`config.mk`:
```
export PLATFORM = sky130hd
export DESIGN_NAME = fault_reporter
export DESIGN_NICKNAME = d
export VERILOG_FILES = /design/src/pkg/fault_pkg.sv /design/src/core/fault_reporter.sv
export SDC_FILE = /design/constraint.sdc
export NUM_CORES = 1
export LEC_CHECK = 0
export BUFFER_PORTS_ARGS = -buffer_cell sky130_fd_sc_hd__buf_2
export CORE_ASPECT_RATIO = 1.5
export CORE_MARGIN = 5
export CORE_UTILIZATION = 30
export CTS_BUF_LIST = sky130_fd_sc_hd__clkbuf_4 sky130_fd_sc_hd__clkbuf_8
export CTS_CLUSTER_DIAMETER = 40
export DETAILED_ROUTE_END_ITERATION = 8
export GPL_ROUTABILITY_DRIVEN = 0
export PLACE_DENSITY = 0.42
export SYNTH_ARGS = -nofsm -noshare
export SYNTH_HDL_FRONTEND = slang
export SYNTH_SLANG_ARGS = --single-unit
```
`constraint.sdc`:
```
create_clock -name sys_clk -period 4 [get_ports sys_clk]
set_input_delay 0.4 -clock sys_clk [delete_from_list [all_inputs] [get_ports sys_clk]]
set_output_delay 0.4 -clock sys_clk [all_outputs]
set_load 0.005 [all_outputs]
```
`src/pkg/fault_pkg.sv`:
```
package fault_pkg;

	// Clock rate and derived cycle counts.
	localparam int unsigned CLK_HZ          = 20_000_000;
	localparam int unsigned STALL_US        = 100;
	localparam int unsigned BLANK_US        = 100;
	localparam int unsigned STANDBY_MS      = 15;
	localparam int unsigned STALL_CYC       = (STALL_US * (CLK_HZ / 1_000_000));
	localparam int unsigned BLANK_CYC       = (BLANK_US * (CLK_HZ / 1_000_000));
	localparam int unsigned STANDBY_CYC     = (STANDBY_MS * (CLK_HZ / 1_000));

	// Severity codes, zero meaning normal operation.
	localparam logic [2:0]  SEV_NONE        = 3'h0;
	localparam logic [2:0]  SEV_AUX         = 3'h1;
	localparam logic [2:0]  SEV_REG         = 3'h2;
	localparam logic [2:0]  SEV_OVP         = 3'h3;
	localparam logic [2:0]  SEV_HOT         = 3'h4;
	localparam logic [2:0]  SEV_OCP         = 3'h5;

	// Status levels in tenths of a volt.
	localparam logic [5:0]  LVL_NORMAL      = 6'h2D;
	localparam logic [5:0]  LVL_SEV2        = 6'h24;
	localparam logic [5:0]  LVL_SEV3        = 6'h1B;
	localparam logic [5:0]  LVL_SEV4        = 6'h12;
	localparam logic [5:0]  LVL_SEV5        = 6'h09;

	// Reset values.
	localparam logic [2:0]  SEV_RST         = 3'h0;
	localparam logic [5:0]  LVL_RST         = 6'h2D;

	// Comparator results from the analogue monitors.
	typedef struct packed {
		logic aux_supply_low;
		logic main_supply_low;
		logic sense_out_of_range;
		logic switch_node_over;
		logic temp_above_warn;
		logic temp_above_shut;
		logic shunt_over;
		logic switch_avg_over;
	} monitor_t;

	typedef enum logic [1:0] {
		ST_STARTUP = 2'b00,
		ST_RUN     = 2'b01,
		ST_STANDBY = 2'b11
	} run_state_t;

endpackage : fault_pkg
```
`src/core/fault_reporter.sv`:
```
`timescale 1ns/1ps
module fault_reporter
	import fault_pkg::*;
#(
	parameter int unsigned STANDBY_COUNT = STANDBY_CYC
) (
	// Clock and reset.
	input  wire logic       sys_clk,
	input  wire logic       srst,
	// Monitors and controls.
	input  wire monitor_t   mon,
	input  wire logic       gate_drive,
	input  wire logic       dim_in,
	// Switch enable and diagnostic outputs.
	output logic            switch_enable,
	output logic            flag_out,
	output logic            flag_oe,
	output logic [2:0]      severity,
	output logic [5:0]      status_level,
	output logic            blanking
);

	logic        shut_q,    shut_d;
	logic [11:0] stall_q,   stall_d;
	logic        gate_q,    gate_d;
	logic        stalled_q, stalled_d;
	logic [31:0] dimlow_q,  dimlow_d;
	logic [11:0] blank_q,   blank_d;
	run_state_t  state_q,   state_d;
	logic [2:0]  sev_q,     sev_d;
	logic [5:0]  lvl_q,     lvl_d;
	logic        flag_q,    flag_d;
	logic        sw_q,      sw_d;
	logic        blank_out_q, blank_out_d;
	logic [11:0] blank_run_q, blank_run_d;

	localparam logic [11:0] STALL_LIM = 12'(STALL_CYC);
	localparam logic [11:0] BLANK_LIM = 12'(BLANK_CYC);
	localparam logic [11:0] BLANK_MAX = BLANK_LIM + 12'h002;

	// Thermal hysteresis, stall timer, standby timer and start-up sequencing.
	always_comb begin
		shut_d    = shut_q;
		if (mon.temp_above_shut) begin
			shut_d = 1'b1;
		end else if (!mon.temp_above_warn) begin
			shut_d = 1'b0;
		end
		gate_d    = gate_drive;
		stall_d   = stall_q;
		stalled_d = stalled_q;
		// Only count while switching is expected; a gated switch is not a stall.
		if (!sw_q || gate_drive != gate_q) begin
			stall_d   = 12'h000;
			stalled_d = 1'b0;
		end else if (stall_q >= STALL_LIM) begin
			stalled_d = 1'b1;
		end else begin
			stall_d = stall_q + 12'h001;
		end
		dimlow_d  = dim_in ? 32'h0 : ((dimlow_q < STANDBY_COUNT) ? dimlow_q + 32'h1 : dimlow_q);
		state_d   = state_q;
		blank_d   = blank_q;
		unique case (state_q)
			ST_STARTUP: begin
				// Faults still report; the monitor is expected to ignore them meanwhile.
				if (blank_q >= BLANK_LIM) begin
					state_d = ST_RUN;
				end else begin
					blank_d = blank_q + 12'h001;
				end
			end
			ST_RUN: begin
				if (dimlow_q >= STANDBY_COUNT) begin
					state_d = ST_STANDBY;
				end
			end
			ST_STANDBY: begin
				if (dim_in) begin
					state_d = ST_STARTUP;
					blank_d = 12'h000;
				end
			end
		endcase
		sw_d = dim_in && !shut_d && (state_d != ST_STANDBY);
		blank_out_d = (state_d == ST_STARTUP);
	end

	// Highest severity wins, then the fixed level table.
	always_comb begin
		flag_d = |mon || stalled_q;
		sev_d  = SEV_NONE;
		if (mon.shunt_over || mon.switch_avg_over) begin
			sev_d = SEV_OCP;
		end else if (mon.temp_above_warn) begin
			sev_d = SEV_HOT;
		end else if (mon.switch_node_over) begin
			sev_d = SEV_OVP;
		end else if (mon.main_supply_low || mon.sense_out_of_range || stalled_q) begin
			sev_d = SEV_REG;
		end else if (mon.aux_supply_low) begin
			sev_d = SEV_AUX;
		end
		unique case (sev_d)
			SEV_REG: lvl_d = LVL_SEV2;
			SEV_OVP: lvl_d = LVL_SEV3;
			SEV_HOT: lvl_d = LVL_SEV4;
			SEV_OCP: lvl_d = LVL_SEV5;
			default: lvl_d = LVL_NORMAL;
		endcase
	end

	// State registers.
	always_ff @(posedge sys_clk) begin
		if (srst) begin
			shut_q    <= 1'b0;
			stall_q   <= 12'h000;
			gate_q    <= 1'b0;
			stalled_q <= 1'b0;
			dimlow_q  <= 32'h0;
			blank_q   <= 12'h000;
			state_q   <= ST_STARTUP;
			sev_q     <= SEV_RST;
			lvl_q     <= LVL_RST;
			flag_q    <= 1'b0;
			sw_q      <= 1'b0;
			blank_out_q <= 1'b1;
		end else begin
			shut_q    <= shut_d;
			stall_q   <= stall_d;
			gate_q    <= gate_d;
			stalled_q <= stalled_d;
			dimlow_q  <= dimlow_d;
			blank_q   <= blank_d;
			state_q   <= state_d;
			sev_q     <= sev_d;
			lvl_q     <= lvl_d;
			flag_q    <= flag_d;
			sw_q      <= sw_d;
			blank_out_q <= blank_out_d;
		end
	end

	// Flag pin drives only low; the pad pull-up gives the released level.
	assign flag_out      = 1'b0;
	assign flag_oe       = flag_q;
	assign severity      = sev_q;
	assign status_level  = lvl_q;
	assign switch_enable = sw_q;
	assign blanking      = blank_out_q;

	// Length of the current blanking run, kept only for the checks below.
	// It saturates so that a stuck blanking output cannot wrap and hide itself.
	always_comb begin
		blank_run_d = blank_run_q;
		if (!blanking) begin
			blank_run_d = 12'h000;
		end else if (blank_run_q != 12'hFFF) begin
			blank_run_d = blank_run_q + 12'h001;
		end
	end

	// Helper register for the blanking length checks.
	always_ff @(posedge sys_clk) begin
		if (srst) begin
			blank_run_q <= 12'h000;
		end else begin
			blank_run_q <= blank_run_d;
		end
	end
endmodule : fault_reporter

```
# Word level (Yosys, flattened, before mapping)
# Index checks and enable logic that the tools add are counted.
# word_totals
reg_bits	73
out_inout_bits	13
in_bits	12
word_cells	60
# classes
n_mux	15
add_sub_neg	3
order_cmp	4
reduce_logical	16
eq_ne	10
# op_table
op	n
adder 32 x 1 -> 32 bit (second input constant)	1
>= comparator 32 x 19 -> 1 bit (second input constant)	1
< comparator 32 x 19 -> 1 bit (second input constant)	1
adder 12 x 1 -> 12 bit (second input constant)	2
>= comparator 12 x 11 -> 1 bit (second input constant)	2
2-to-1 mux 12 bit	2
case mux 12 bit (2 select lines)	1
case mux 6 bit (4 select lines)	1
2-to-1 mux 2 bit	5
OR reduction 8 bit	1
equality test 3 x 2 -> 1 bit (second input constant)	2
equality test 3 bit (second input constant)	2
2-to-1 mux 3 bit	2
inequality test 2 bit (second input constant)	3
case mux 2 bit (3 select lines)	1
logical OR 1 bit	5
zero test 2 bit	2
OR reduction 2 bit	2
2-to-1 mux 1 bit	3
AND reduction 3 bit	1
equality test 2 x 1 -> 1 bit (second input constant)	1
equality test 2 bit (second input constant)	1
logical AND 1 bit	2
zero test 1 bit	2
2 further kinds	2

# Depth between registers and ports, before layout
# depth
word_depth	8
depth_mapped	8

# Worst setup path before layout
# No wires, ideal clock.
# synth_path
kind	reg-to-reg
from	register dimlow_q[7]
to	register dimlow_q[15]
arrival_ns	1.953
path_buffers	3
period_less_slack_ns	2.024
required_time_ns	3.929
slack_ns	1.976
path_stages_with_launch	9
cell_sequence	dfxtp_1 > and3_1 > buf_6 > and4_4 > buf_6 > or4_4 > buf_6 > or3_1 > a21oi_1
# synth_via
elab_chain_cells	1
# synth_rtl
item	line_no	rtl
from (decl)	fault_reporter.sv:27	logic [31:0] dimlow_q, dimlow_d;
from (signal assigned)	fault_reporter.sv:133	dimlow_q <= dimlow_d;
adder 32 x 1 -> 32 bit or < comparator 32 x 19 -> 1 bit (tied branches)	fault_reporter.sv:61	dimlow_d = dim_in ? 32'h0 : ((dimlow_q < STANDBY_COUNT) ? dimlow_q + 32'h1 : dimlow_q);
# Several ways; a longest one is shown, not always the timed one.
# A chain may end at the register's enable or synchronous reset.

# Worst setup path after layout
# layout_path
from	register dimlow_q[19]
to	register dimlow_q[14]
# layout_via
elab_chain_cells	1
# layout_rtl
item	line_no
< comparator 32 x 19 -> 1 bit	fault_reporter.sv:61
# No other way between the ends.

==> impl_results.md <==
* Die area at 0.0120 mm²
* Global-route wire length before repair at 10.7 mm
* Core area at 0.00969 mm²
* Crit path DAT at 2570 ps
* Post-route cell area at 0.00333 mm²
* Tot GR Track Use at 11.0%
* Hold buffers post-CTS at 0
* CP Capture Type: flop
* Pwr dens at 401 mW/mm²
* R2r setup slk at 1660 ps
* Final hold violation count at 0
* RSZ-0062 raised after global routing: no
* Clock Path Buffers at 2
* Setup bufs post-CTS at 0
* Maximum VDD drop at 0.214 mV
* Largest net degree at the start of global routing at 21
* # rows at 44
* Final wirelength at 6.14 mm
* Power Total at 1.34 mW
* Fmax at 0.428 GHz
* Syn Area/Cell at slightly below 9 µm²
* CTS tree: built
* Min-delay worst type: in2reg
* Hold Crit Start: gate_drive
* Placed inst area at 0.00312 mm²
* CTS clk-pin slew, worst paths at about 80 ps
* Dpl cells at 456
* Clock sinks at 70
* Slew of the pin with the lowest slew margin at 1060 ps
* Post-route minimum period at around 2300 ps
* Hold slack at 295 ps
* R2r worst-path depth at 5
* Startpoint types: flop
* Antenna viol nets, final at 0
* Max-cap violations at 0
* Fillers at 1037
* DIE WIDTH at 91.1 µm
* Commonest non-fill, non-tap cell in the layout: dfxtp_1
* Initial antenna violation count at 0
* Initial DRC Count at 67
* CP startpoint: dimlow_q[19]
* Area grow syn2layout at 12.5%
* Synthesized flop and latch total at 70
* Fin worst setup slack at 1660 ps
* # IOs at 25
* Initial Util at 30.5%
* Worst setup path endpoint: dimlow_q[14]
* Fin cells at 472
* Pleak at 1.22 nW
* Slew Limit Fails at 0
* Final Setup Violations at 0
* Post-synthesis cell count at 333
* Post-synthesis sequential area ratio at 47.4%
* Antenna diode count at 0
* Crit Path Class: reg2reg
* Skew final at 9.03 ps
* Post-CTS sizing at 0
* Fraction of layout cells with a size suffix above 1 at 14.3%
* Vias/cell at roughly 4.8
* Core Util, Final at 34.3%
* Root buf cell: clkbuf_8
* Via Count at 2260
* Post-synth cell types at 46
* Max-slew headroom at 29.3%
* Final nets at 370
* Die Y at about 130 µm
* Clk_lat worst skew at approximately 340 ps
* Synth warn at 0
* CTS Buf Count at 9
* Port bufs at 23
* Required @ worst endpoint at 4230 ps
* Wire per inst at 13.0 µm
* Vias in the first global route at 2293
* Router iterations before antenna repair at 4
* Reg2reg start: dimlow_q[19]
* Final worst-path cycle share at 58.4%
* Status: complete, no violations
* Clock H-tree levels at 3
* Cell Area, Synth at 0.00296 mm²
* RR Endpoint: dimlow_q[14]
* Fin Setup TNS at 0 ps
* Post-Syn Nets at approximately 350
* Number of remaining DRC errors at 0
* Post-place setup slack at between 1500 and 2000 ps
* Critical Path Fanout Max at 10
* Most frequent cells in the layout: dfxtp_1 (70), nor2_1 (44), buf_2 (23), nand2_1 (21), nand3_1 (19)
* Post-DP HPWL at 4.36 mm
* Grt total ovfl at 0
## kinds of logic after synthesis
kind of cell               after synthesis  synth area share (%)
other                                    1                 0.127
buffers and inverters                   28                  4.82
AOI/OAI and AO/OA                       49                  10.5
DFF                                     70                  47.4
muxes                                    2                 0.677
adders and majority gates                6                  2.54
and+or+nand+nor                        154                  27.2
xor gates and xnor gates                23                  6.81
## worst max-delay path: stages (launching register included)
cell and delay, ps:
dfxtp_1 310, nor4_1 370, nand4_2 280, nor4_2 850
a31oi_1 180, a41o_1 230
## state kept, by name (all words and copies together), names as in the netlist, 2 cells and up
register	cells
blank_q	12
dimlow_q	32
severity	3
stall_q	12
state_q	2
status_level	3
## layout make-up
class / count / area (µm²) / area share [%]
Sequential cell: 70 / 1400 / 42.1
Clock buffer: 11 / 145 / 4.36
Clock inverter: 5 / 58.8 / 1.77
Multi-Input combinational cell: 235 / 1410 / 42.5
Tap cell: 115 / 144 / 4.33
Inverter: 13 / 48.8 / 1.47
Timing Repair Buffer: 23 / 115 / 3.46
## where the power goes
group          leakage (nW)  internal [mW]  switching, mW
clock                0.0990          0.312          0.267
combinational         0.549         0.0180         0.0272
sequential            0.567          0.705        0.00589
total                  1.22           1.04          0.300
## worst min path at each step
stage	endpoint	slack [ps]	depth (start not counted)
final	gate_q	300	2
after global routing	status_level[3]	290	3
after CTS	gate_q	260	2
after detailed placement	blank_q[11]	430	2
after global placement	blank_q[11]	430	2
after floorplan	blank_q[11]	410	2
## per-layer routing
metal	part of all wire, %	global-route usage (%)	routed length [µm]	up-vias
li1	-	-	-	1182
met1	43	11.6	2670	1063
met2	53	19.3	3260	13
met3	2.6	3.72	159	2
met4	0.81	5.22	50	0
met5	0	0	0	-
## cells in the mapped netlist, drive strengths merged
library cell	count	area share, %
a311oi	1	0.30
a2111oi	1	0.30
and2	16	3.4
nor3	8	1.4
clkbuf	7	0.89
or4	1	0.38
o21ai	10	1.7
o21a	3	0.76
nor2b	3	0.63
or3	10	2.2
a22o	1	0.30
a21oi	17	2.9
o211ai	3	0.76
nand3	19	3.2
ha	6	2.5
or2	1	0.21
nand2b	2	0.42
nor2	44	5.6
a31oi	4	0.85
and4	2	0.72
a31o	3	0.89
buf	8	2.3
o2111ai	1	0.30
xnor2	18	5.3
inv	13	1.7
nand4	3	0.85
nand3b	1	0.25
a211oi	2	0.51
conb	1	0.13
and4b	1	0.34
nor4	12	2.8
nand2	21	2.7
nor3b	1	0.25
o21bai	1	0.25
mux2i	2	0.68
a41o	2	0.68
xor2	5	1.5
dfxtp	70	47
and3	9	1.9
No activity file was read; power rests on OpenSTA's default activity.
